==> src/dmds_regs.vh <==
// Register map, item codes, reset values and timing counts.
`ifndef DMDS_REGS_VH
`define DMDS_REGS_VH
`define DMDS_OFS_CTRL      8'h00
`define DMDS_OFS_STARTUP   8'h04
`define DMDS_OFS_STATUS    8'h08
`define DMDS_OFS_ITEM      8'h0C
`define DMDS_OFS_SEG       8'h10
`define DMDS_OFS_VALUE     8'h14
`define DMDS_STARTUP_RST   12'hFFF
`define DMDS_STARTUP_RUN   12'hFFF
`define DMDS_ITEM_SPEED    12'h000
`define DMDS_ITEM_SPDCMD   12'h001
`define DMDS_ITEM_TORQUE   12'h002
`define DMDS_ITEM_ANGLE1   12'h003
`define DMDS_ITEM_ANGLE2   12'h004
`define DMDS_ITEM_INSTAT   12'h005
`define DMDS_ITEM_OUTSTAT  12'h006
`define DMDS_ITEM_PULSPD   12'h007
`define DMDS_ITEM_DEV      12'h008
`define DMDS_ITEM_LOAD     12'h009
`define DMDS_ITEM_CMDCNT   12'h00C
`define DMDS_ITEM_MFBCNT   12'h00D
`define DMDS_ITEM_EFBCNT   12'h00E
`define DMDS_ITEM_OPTIME   12'h012
`define DMDS_ITEM_FBCNT32  12'h013
`define DMDS_HOLD_MS       1000
`define DMDS_CLK_MHZ       100
`define DMDS_HOLD_CYC      (`DMDS_HOLD_MS * 1000 * `DMDS_CLK_MHZ)
`define DMDS_LOAD_S        10
`endif

==> src/dmds_display_select.v <==
// Monitor item selection and segment status display with AHB-Lite access.
//
// Added by the designer: the register addresses and register access over AHB-Lite.
`timescale 1ns/1ps
`default_nettype none
`include "dmds_regs.vh"
// What this block does
// - Input off lights the upper segment.
// - Input on lights the lower segment.
// - Output off lights the upper segment.
// - Output on lights the lower segment.
// - Default input LED mapping, home switch first.
// - Default output LED mapping, alarm first.
// - One-second set-key hold on item 005 or 006 toggles live status view.
// - Startup item select, FFF shows run state.
// - Torque shown as percent of rated.
// - Load ratio is effective torque over ten seconds.
// - Feedback counters count quadrature, four per line.
// - Pulse speed and deviation valid in position control.
// - Angle and pulse counters are 32-bit decimal.
// - Second angle is electrical degrees from origin.
module dmds_display_select
#(
   parameter [31:0] HOLD_CYCLES = `DMDS_HOLD_CYC
)
(
   // Clock and reset.
   input  wire        sys_clk,
   input  wire        rst,
   // AHB-Lite slave.
   input  wire        hsel,
   input  wire [31:0] haddr,
   input  wire [1:0]  htrans,
   input  wire        hwrite,
   input  wire [2:0]  hsize,
   input  wire [31:0] hwdata,
   input  wire        hready,
   output reg  [31:0] hrdata,
   output reg         hreadyout,
   output reg         hresp,
   // Operator panel.
   input  wire        set_key,
   input  wire        mode_up_key,
   input  wire        mode_down_key,
   output reg  [7:0]  seg_upper,
   output reg  [7:0]  seg_lower,
   output reg         show_status,
   output reg         show_run_state,
   output reg  [11:0] shown_item,
   output reg  [31:0] shown_value,
   output reg         shown_valid,
   // Drive I/O pins, low level means the signal is on.
   input  wire        home_switch_input_n,
   input  wire        probe1_input_n,
   input  wire        forward_overtravel_n,
   input  wire        reverse_overtravel_n,
   input  wire        probe2_input_n,
   input  wire [1:0]  spare_input_n,
   input  wire        ext24v_present_n,
   input  wire        alarm_output_n,
   input  wire        brake_output_n,
   input  wire [2:0]  gp_output_n,
   // Drive internal monitor sources.
   input  wire        position_control,
   input  wire [31:0] motor_speed,
   input  wire [31:0] speed_command,
   input  wire [31:0] torque_pct,
   input  wire [31:0] pulse_rotation_angle,
   input  wire [31:0] electrical_rotation_angle,
   input  wire [31:0] command_pulse_speed,
   input  wire [31:0] position_deviation_counter,
   input  wire [31:0] accumulated_load_ratio,
   input  wire [31:0] command_pulse_counter,
   input  wire [31:0] feedback_counter_cmd,
   input  wire [31:0] total_operation_time,
   input  wire        mot_enc_a,
   input  wire        mot_enc_b,
   input  wire        ext_enc_a,
   input  wire        ext_enc_b
);

   reg  [11:0] startup_reg;
   reg  [11:0] item_reg;
   reg         status_view_reg;
   reg  [31:0] hold_cnt_reg;
   reg         hold_done_reg;
   reg         up_q_reg;
   reg         dn_q_reg;
   reg         ap_wr_reg;
   reg         ap_rd_reg;
   reg  [7:0]  ap_addr_reg;
   reg  [31:0] mfb_cnt_reg;
   reg  [31:0] efb_cnt_reg;
   reg  [1:0]  mq_reg;
   reg  [1:0]  eq_reg;
   reg  [7:0]  pins_on;
   reg  [7:0]  outs_on;
   reg  [31:0] value_next;
   reg         valid_next;
   reg  [31:0] rd_next;
   wire        ap_valid;
   wire        hold_hit;

   // Pin positions; LED1 is bit 0 of each bank.
   always @*
   begin
      pins_on = {~ext24v_present_n, ~spare_input_n, ~probe2_input_n,
                 ~reverse_overtravel_n, ~forward_overtravel_n,
                 ~probe1_input_n, ~home_switch_input_n};
      outs_on = {3'h0, ~gp_output_n, ~brake_output_n,
                 ~alarm_output_n};
   end

   // Quadrature decoders; every edge of either phase is one count.
   function [31:0] dmds_quad;
      input [31:0] cnt;
      input [1:0]  prev;
      input [1:0]  now;
      begin
         case ({prev, now})
            4'h1, 4'h7, 4'hE, 4'h8: dmds_quad = cnt + 32'h1;
            4'h2, 4'hB, 4'hD, 4'h4: dmds_quad = cnt - 32'h1;
            default:                dmds_quad = cnt;
         endcase
      end
   endfunction

   always @(posedge sys_clk)
   begin
      if (rst)
      begin
         mq_reg      <= 2'h0;
         eq_reg      <= 2'h0;
         mfb_cnt_reg <= 32'h0;
         efb_cnt_reg <= 32'h0;
      end
      else
      begin
         mq_reg      <= {mot_enc_a, mot_enc_b};
         eq_reg      <= {ext_enc_a, ext_enc_b};
         mfb_cnt_reg <= dmds_quad(mfb_cnt_reg, mq_reg,
                                  {mot_enc_a, mot_enc_b});
         efb_cnt_reg <= dmds_quad(efb_cnt_reg, eq_reg,
                                  {ext_enc_a, ext_enc_b});
      end
   end

   // The set key must stay down a full second; the count fires once per hold.
   assign hold_hit = set_key && !hold_done_reg &&
                     (hold_cnt_reg == HOLD_CYCLES - 32'h1);

   always @(posedge sys_clk)
   begin
      if (rst)
      begin
         hold_cnt_reg  <= 32'h0;
         hold_done_reg <= 1'b0;
      end
      else if (!set_key)
      begin
         hold_cnt_reg  <= 32'h0;
         hold_done_reg <= 1'b0;
      end
      else if (hold_hit)
         hold_done_reg <= 1'b1;
      else if (!hold_done_reg)
         hold_cnt_reg  <= hold_cnt_reg + 32'h1;
   end

   // AHB address phase capture; single word transfers only.
   assign ap_valid = hsel && htrans[1] && hready;

   always @(posedge sys_clk)
   begin
      if (rst)
      begin
         ap_wr_reg   <= 1'b0;
         ap_rd_reg   <= 1'b0;
         ap_addr_reg <= 8'h00;
      end
      else
      begin
         ap_wr_reg   <= ap_valid && hwrite;
         ap_rd_reg   <= ap_valid && !hwrite;
         ap_addr_reg <= haddr[7:0];
      end
   end

   // Item selection: startup value loads at reset, keys step it later.
   always @(posedge sys_clk)
   begin
      if (rst)
      begin
         startup_reg     <= `DMDS_STARTUP_RST;
         item_reg        <= `DMDS_STARTUP_RST;
         status_view_reg <= 1'b0;
         up_q_reg        <= 1'b0;
         dn_q_reg        <= 1'b0;
      end
      else
      begin
         up_q_reg <= mode_up_key;
         dn_q_reg <= mode_down_key;
         if (ap_wr_reg && ap_addr_reg == `DMDS_OFS_STARTUP)
            startup_reg <= hwdata[11:0];
         if (ap_wr_reg && ap_addr_reg == `DMDS_OFS_ITEM)
            item_reg <= hwdata[11:0];
         else if (!status_view_reg && mode_up_key && !up_q_reg)
            item_reg <= item_reg + 12'h1;
         else if (!status_view_reg && mode_down_key && !dn_q_reg)
            item_reg <= item_reg - 12'h1;
         if (ap_wr_reg && ap_addr_reg == `DMDS_OFS_CTRL && hwdata[0])
            item_reg <= startup_reg;
         if (hold_hit && (item_reg == `DMDS_ITEM_INSTAT ||
                          item_reg == `DMDS_ITEM_OUTSTAT))
            status_view_reg <= !status_view_reg;
      end
   end

   // Monitor value mux for the selected item.
   always @*
   begin
      value_next = 32'h0;
      valid_next = 1'b1;
      case (item_reg)
         `DMDS_ITEM_SPEED:   value_next = motor_speed;
         `DMDS_ITEM_SPDCMD:  value_next = speed_command;
         `DMDS_ITEM_TORQUE:  value_next = torque_pct;
         `DMDS_ITEM_ANGLE1:  value_next = pulse_rotation_angle;
         `DMDS_ITEM_ANGLE2:  value_next = electrical_rotation_angle;
         `DMDS_ITEM_INSTAT:  value_next = {24'h0, pins_on};
         `DMDS_ITEM_OUTSTAT: value_next = {24'h0, outs_on};
         `DMDS_ITEM_PULSPD:
         begin
            value_next = command_pulse_speed;
            valid_next = position_control;
         end
         `DMDS_ITEM_DEV:
         begin
            value_next = position_deviation_counter;
            valid_next = position_control;
         end
         `DMDS_ITEM_LOAD:    value_next = accumulated_load_ratio;
         `DMDS_ITEM_CMDCNT:  value_next = command_pulse_counter;
         `DMDS_ITEM_MFBCNT:  value_next = mfb_cnt_reg;
         `DMDS_ITEM_EFBCNT:  value_next = efb_cnt_reg;
         `DMDS_ITEM_OPTIME:  value_next = total_operation_time;
         `DMDS_ITEM_FBCNT32: value_next = feedback_counter_cmd;
         default:            valid_next = 1'b0;
      endcase
   end

   // Panel outputs; status segments follow the pins every cycle.
   always @(posedge sys_clk)
   begin
      if (rst)
      begin
         seg_upper      <= 8'h00;
         seg_lower      <= 8'h00;
         show_status    <= 1'b0;
         show_run_state <= 1'b0;
         shown_item     <= 12'h000;
         shown_value    <= 32'h0;
         shown_valid    <= 1'b0;
      end
      else
      begin
         if (status_view_reg && item_reg == `DMDS_ITEM_INSTAT)
         begin
            seg_upper <= ~pins_on;
            seg_lower <= pins_on;
         end
         else if (status_view_reg)
         begin
            seg_upper <= ~outs_on;
            seg_lower <= outs_on;
         end
         else
         begin
            seg_upper <= 8'h00;
            seg_lower <= 8'h00;
         end
         show_status    <= status_view_reg;
         show_run_state <= (item_reg == `DMDS_STARTUP_RUN);
         shown_item     <= item_reg;
         shown_value    <= value_next;
         shown_valid    <= valid_next;
      end
   end

   // Read data; unmapped offsets read zero.
   always @*
   begin
      case (ap_addr_reg)
         `DMDS_OFS_STARTUP: rd_next = {20'h0, startup_reg};
         `DMDS_OFS_STATUS:  rd_next = {30'h0, valid_next, status_view_reg};
         `DMDS_OFS_ITEM:    rd_next = {20'h0, item_reg};
         `DMDS_OFS_SEG:     rd_next = {16'h0, outs_on, pins_on};
         `DMDS_OFS_VALUE:   rd_next = value_next;
         default:           rd_next = 32'h0;
      endcase
   end

   // Each read costs one wait state, so that a write from the previous
   // data phase has landed before the register is copied out.
   always @(posedge sys_clk)
   begin
      if (rst)
      begin
         hrdata    <= 32'h0;
         hreadyout <= 1'b1;
         hresp     <= 1'b0;
      end
      else
      begin
         hreadyout <= !(ap_valid && !hwrite);
         hresp     <= 1'b0;
         if (ap_rd_reg)
            hrdata <= rd_next; // Holds until the next read.
      end
   end

endmodule // dmds_display_select
`default_nettype wire

==> config.mk <==
export PLATFORM = sky130hd
export DESIGN_NAME = dmds_display_select
export DESIGN_NICKNAME = d
export VERILOG_FILES = /design/src/dmds_display_select.v
export VERILOG_INCLUDE_DIRS = /design/src
export SDC_FILE = /design/constraint.sdc
export NUM_CORES = 1
export LEC_CHECK = 0
export BUFFER_PORTS_ARGS = -buffer_cell sky130_fd_sc_hd__buf_2
export CORE_AREA = 3 3 208 210
export DETAILED_ROUTE_END_ITERATION = 10
export DIE_AREA = 0 0 211 213
export PLACE_DENSITY = 0.59
export SLEW_MARGIN = 0
export SYNTH_ARGS = -nofsm -noshare
export SYNTH_HDL_FRONTEND = slang
export SYNTH_SLANG_ARGS = --single-unit
export TNS_END_PERCENT = 5
==> constraint.sdc <==
create_clock -name sys_clk -period 6.2 [get_ports sys_clk]
set_input_delay 0.93 -clock sys_clk [delete_from_list [all_inputs] [get_ports sys_clk]]
set_output_delay 0.93 -clock sys_clk [all_outputs]
set_load 0.01 [all_outputs]
==> run metrics, run 1 <==
GR Overflow Total 0; port buffer count ~490; die width roughly 210 µm; via count 16796; nets@finish about 2700; Avg Cell Area, Syn 8.087 µm²; hold_sp hrdata[5]$_SDFFE_PP0P_; Synthesized Nets roughly 2300; RSZ-0062 raised after global routing false; critical path capture point type flop; CTS resizes 0; pins over their slew limit 0; clock root buffer clkbuf_16; max-capacitance violation count 0; Post-Route WL 74090 µm; Worst-path clk slew 0.07 ns; Syn Std Cell Area around 15000 µm²; top-count cell post-synth dfxtp_1; FF-to-FF setup slack about 2.1 ns; hold slack between 0.4 and 0.5 ns; Unique masters post-synth 78; r2r endpoint hrdata[12]$_SDFFE_PP0P_; Worst R2R Path Depth 7; worst min path class reg -> reg; number of global-route vias before repair 15983; Filler Cells Inserted between 4000 and 5000; Yosys top cell area share around a third; Slew @ Worst Pin approximately 1.3 ns; CP max FO 20; Post-synth top flop dfxtp_1; Seq/Total Area, Yosys 32.29%; total track usage 31.04%; hold depth 2; initial antenna violation count 19; Routed Antenna Nets 0; Final min period about 4.2 ns; initial drt markers ~1800; Fin. Hold Viols 0; postcts setup bufs 0; status finished clean; Vias/cell 6.001; startpoint class of the critical path input port; Post-synth EDFFs 0; post-route cell area between 15000 and 20000 µm²; Sum Neg Setup Slack 0 ns; Worst Hold End hrdata[5]$_SDFFE_PP0P_; area of the die around 45000 µm²; max_slew headroom 16.24%; P&R area growth vs syn 27.37%; crit path kind in -> reg; Post-Synthesis Cells around 1800; top post-synthesis cells by count dfxtp_1, nand2_1, nor2_1, a21oi_1, a22oi_1; io pins around 540; Arr. time, crit path between 4 and 5 ns; multi-input logic area between 9000 and 10000 µm²; Site Rows 75; layout cells sized above 1 between 20% and 30%; Fmax achieved 237.6 MHz; Starting Density between 30% and 40%; clk buf depth 3; clk_lat worst skew ~0.59 ns; data required time at the worst endpoint approximately 6.7 ns; Die Y between 200 and 250 µm; Placer Congestion between 0.9 and 1; Max Clock Skew between 0.03 and 0.04 ns; Async S/R FF share, synth 0%; dpl cell area roughly 17000 µm²; Register Area 4684 µm²; worst r2r src item_reg[3]$_SDFFE_PP1P_; wire length per cell between 20 and 30 µm; largest net degree at the start of global routing slightly below 80; warnings from Yosys 0; Post-DP HPWL roughly 57000 µm; CTS Buf Count 28; Final Cycle Share 67.87%; Area contributors post-synth dfxtp_1, ha_1, nand2_1, nor2_1, a22oi_1; largest area contributor in the netlist dfxtp_1; TritonCTS clock tree built; number of detailed-route iterations in the first pass 8; IR Drop Worst-Case VDD a little under 200 µV; FF+latch count, synth 234; Leakage approximately 8.0 nW; final setup vio count 0; total power divided by cell area around 240 nW/µm²; H-tree levels 1; residual DRC count 0; first-pass GRT wire length between 100000 and 150000 µm; hold-fix buffers at CTS 0; CTS Sinks between 200 and 250; CORE AREA around 42000 µm²
-- per-layer routing --
metal / track usage, % / vias to the layer above / routed length (µm)
li1: - / 7596 / -
met1: 40.08 / 8071 / 30150
met2: 47.93 / 915 / 32500
met3: 6.832 / 202 / 7009
met4: 18.04 / 12 / 4354
met5: 0 / - / 78
-- through the flow --
step / setup slack (ns) / total power, mW / instances / util, %
final: 1.992 / 4.504 / 2799 / 44.25
after global routing: 1.736 / 4.689 / 2796 / 44.23
after CTS: 2.019 / 4.509 / 2787 / 44.18
after detailed placement: 1.439 / 2.651 / 2736 / 41.69
after global placement: 1.469 / 2.635 / 2736 / 41.69
after floorplan: 1.532 / 2.310 / 1794 / -
-- area by class of cell --
| cell class | count | share of cell area, % |
|---|---|---|
| multi-input cells | 1408 | 50.01 |
| repair buffers | 522 | 14.53 |
| flip-flops and latches | 234 | 25.35 |
| clock buffers | 35 | 4.151 |
| inverters | 33 | 0.6704 |
| diodes | 12 | 0.1625 |
| well taps | 539 | 3.650 |
| clock inverters | 16 | 1.469 |
-- report_power, final --
| part | switching [mW] | internal (mW) | total (mW) |
|---|---|---|---|
| Clock | 0.732 | 1.13 | 1.87 |
| Sequential | 0.116 | 1.59 | 1.71 |
| Combinational | 0.529 | 0.403 | 0.931 |
| Total | 1.38 | 3.13 | 4.50 |
-- worst max-delay path, cell delays in order --
cell     delay (ns)
buf_2          0.11
xnor2_1        0.18
and2_1         0.77
buf_4          0.28
ha_1           0.25
nand3_1        0.16
nor2_1         0.18
and4_1         0.20
a32oi_1        0.08
a21oi_1        0.29
o21ai_0        0.22
o21ai_0        0.38
mux2i_1        0.24
mux2_2         0.36
-- how the worst max path moves through the flow --
stage	from	endpoint	slack (ns)	cells after the start
finish	mot_enc_b	mfb_cnt_reg[31]$_SDFFE_PP0P_	1.99	14
global route	mot_enc_b	mfb_cnt_reg[31]$_SDFFE_PP0P_	1.74	14
CTS	mot_enc_b	mfb_cnt_reg[31]$_SDFFE_PP0P_	2.02	14
detailed placement	mot_enc_b	mfb_cnt_reg[31]$_SDFFE_PP0P_	1.44	14
global placement	mot_enc_b	mfb_cnt_reg[31]$_SDFFE_PP0P_	1.47	14
floorplan	ext_enc_a	efb_cnt_reg[24]$_SDFFE_PP0P_	1.53	13
-- layout by cell type (no fill, tap or decap), types with 10 or more instances in the layout --
cell type  instances
buf_2            493
dfxtp_1          234
nand2_1          186
nor2_1           172
a21oi_1          110
a22oi_1           84
o21ai_0           78
a221oi_1          66
ha_1              66
a22o_1            60
xnor2_1           44
xor2_1            44
nand3_1           44
nor2b_1           40
inv_1             33
nor3_1            30
buf_4             29
clkbuf_16         28
a222oi_1          25
nand4_1           25
a31oi_1           23
and3_1            23
a211oi_1          23
a21o_1            21
nand3b_1          20
and2_1            19
mux2i_1           19
diode_2           12
nand2b_1          11
o21a_1            11
o21bai_1          11
nor3b_1           11
nor2_2            10
o21ai_1           10
-- cell families (layout without fill, tap and decap cells) --
group	after synthesis	in the layout	share of synthesized area (%)
DFF	234	234	32.29
muxes	21	21	1.466
xor gates and xnor gates	88	88	5.313
and+or+nand+nor	648	648	21.68
other	1	13	0.02585
adders and majority gates	68	68	5.968
buffers and inverters	152	606	4.476
AOI/OAI and AO/OA	582	582	28.78
No activity file was read; power rests on OpenSTA's default activity.
==> run 2, diff against run 1 <==
Settings changed: ABC_AREA set to 1, CORE_AREA 3 3 208 210 to 3 3 211 213, DIE_AREA 0 0 211 213 to 0 0 214 216, PLACE_DENSITY 0.59 to 0.69.
Clock period 6.2 ns to 4 ns, I/O delays scaled along.
==> run metrics, run 2 <==
max_slew headroom 25.72% (+9.5 points); GR Overflow Total 0 (unchanged); Arr. time, crit path 3.80 ns (-0.86 ns); Die Y 216 µm (+1.4%); Avg Cell Area, Syn 6.161 µm² (-24%); Async S/R FF share, synth 0% (unchanged); Placed Cells incl. Taps 4145 (+51%); wire length per cell 22.72 µm (-14%); Final Cycle Share a little over four fifths; hold slack 0.2059 ns (-0.2629 ns); PnR Total Power 7.313 mW (+62%); post-route cell area 23340 µm² (+26%); crit path kind reg -> reg; simple logic cell fraction of the synthesized area 36.34% (+15 points); final setup vio count 0 (unchanged); Leakage 12.11 nW (+51%); FF+latch count, synth 234 (unchanged); post-synthesis adder-cell area fraction 4.468% (-1.5 points); Post-synth EDFFs 0 (unchanged); TritonCTS clock tree built; Final min period about 3.4 ns; CTS Sinks 234 (unchanged); Area contributors post-synth dfxtp_1, nand2_1, inv_1, nand3_1, nor2_1; Syn Std Cell Area 19380 µm² (+34%); Post-DP HPWL 75270 µm (+32%); nets@finish 4105 (+50%); Sum Neg Setup Slack 0 ns (unchanged); final design utilization 54.42% (+10 points); warnings from Yosys 0 (unchanged); Post-Route WL 95860 µm (+29%); clk buf depth 3 (unchanged); first-pass GRT wire length 139200 µm (+34%); Max Clock Skew 0.01292 ns (-0.02132 ns); commonest non-fill, non-tap cell in the layout nand2_1; worst-path cell chain nor2_4 > nand3_2 > nor2_1 > buf_4 > nand2_1 > buf_4 > o22ai_1 > nor3_1 > a31oi_1; largest net degree at the start of global routing 64 (-18%); die width 214 µm (+1.4%); number of global-route vias before repair 22573 (+41%); Synthesized Nets 3660 (+59%); status finished clean; top post-synthesis cells by count nand2_1, inv_1, nor2_1, nand3_1, dfxtp_1; setup ws final 0.6130 ns (-1.379 ns); Fin. Hold Viols 0 (unchanged); CORE AREA 42890 µm² (+2.7%); CP most frequent cell buf_4; total track usage 39.44% (+8.4 points); max incr delay on CP 0.65 ns (-0.12 ns); critical path capture point type flop; port buffer count 494 (unchanged); clk_lat worst skew 0.59 ns (about the same); Yosys top cell area share 24.18% (-8.1 points); pins over their slew limit 0 (unchanged); Post-synth top flop dfxtp_1; layout cells sized above 1 18.88% (-8.3 points); Finished Layout Cells 4219 (+51%); largest family of logic cells by synthesized area simple AND/OR/NAND/NOR gates; max-capacitance violation count 0 (unchanged); hold-fix buffers at CTS 0 (unchanged); dpl cell area 22210 µm² (+28%); via count 24156 (+44%); Fmax achieved about 300 MHz; Routed Antenna Nets 0 (unchanged); top-count cell post-synth nand2_1; worst min path class in -> reg; Post-Synthesis Cells 3145 (+75%); H-tree levels 1 (unchanged); Compound-Gate Fraction of Synth Area 19.87% (-8.9 points); IR Drop Worst-Case VDD 365.8 µV (+86%); Place WS 0.3709 ns (-1.068 ns); slowest stage cell, crit path a31oi_1; clock root buffer clkbuf_16; initial drt markers 2568 (+40%); Filler Cells Inserted 4694 (+10%); Post-Synth XOR/XNOR Area 3.074% (-2.2 points); initial antenna violation count 24 (+5); data required time at the worst endpoint 4.41 ns (-2.24 ns); residual DRC count 0 (unchanged); RSZ-0062 raised after global routing false; CTS resizes 0 (unchanged); Placer Congestion 1.022 (+5.7%); CTS Buf Count 28 (unchanged); Unique masters post-synth 62 (-21%); Starting Density 45.18% (+10 points); multi-input logic area 12370 µm² (+34%); mux cell area share after synthesis 0.05166% (-1.4 points); Seq/Total Area, Yosys 24.18% (-8.1 points); startpoint class of the critical path flop; Vias/cell 5.726 (-4.6%); Slew @ Worst Pin 1.110 ns (-0.1463 ns); CP max FO 20 (unchanged); io pins 544 (unchanged); P&R area growth vs syn 20.44%; area of the die 46220 µm² (+2.9%); Register Area 4684 µm² (unchanged); Site Rows 76 (+1.3%); largest area contributor in the netlist dfxtp_1; number of detailed-route iterations in the first pass 6 (-2); total power divided by cell area 313.4 nW/µm² (+29%); commonest non-fill, non-tap cells in the layout nand2_1, buf_2, inv_1; Worst-path clk slew 0.07 ns (about the same); postcts setup bufs 0 (unchanged)
==> run 2: layout make-up <==
class	count	share of cell area [%]
flip-flops and latches	234	20.07
clock inverters	17	1.319
well taps	585	3.136
clock buffers	35	3.286
diodes	22	0.2359
multi-input cells	2358	52.99
inverters	435	7.055
repair buffers	533	11.90
==> run 2: kinds of logic after synthesis <==
family | Yosys count
AO/OA/AOI/OAI | 633
XOR/XNOR | 68
flip-flops | 234
AND/OR/NAND/NOR | 1587
buffers and inverters | 553
adder cells (fa/ha/maj) | 68
multiplexers | 1
other | 1
==> run 2: worst max-delay path, delay by kind of cell, from the launching register on <==
family	cells	cell delay, ns
flip-flops	1	0.45
buffers and inverters	2	0.66
AND/OR/NAND/NOR	5	1.18
AO/OA/AOI/OAI	2	0.89
==> run 2: per-layer routing <==
metal	GRT usage (%)	up-vias	share of wire [%]
met5	0	-	0.042
met4	28.29	6	8.1
li1	-	11324	-
met1	47.62	10979	38
met3	10.45	345	11
met2	60.88	1502	43
==> run 2: final timing paths <==
path	from	end	slack [ns]	depth (start not counted)
worst max-delay path	item_reg[5]$_SDFFE_PP1P_	shown_value[19]$_SDFF_PP0_	0.61	9
worst min-delay path	spare_input_n[1]	seg_lower[6]$_SDFF_PP0_	0.21	2
worst max register to register	item_reg[5]$_SDFFE_PP1P_	shown_value[19]$_SDFF_PP0_	0.61	9
worst min register to register	hrdata[7]$_SDFFE_PP0P_	hrdata[7]$_SDFFE_PP0P_	0.45	2
==> run 2: where the power goes <==
| part | internal, mW | switching [mW] |
|---|---|---|
| sequential | 2.47 | 0.188 |
| combinational | 0.615 | 1.07 |
| clock | 1.83 | 1.14 |
| total | 4.91 | 2.41 |
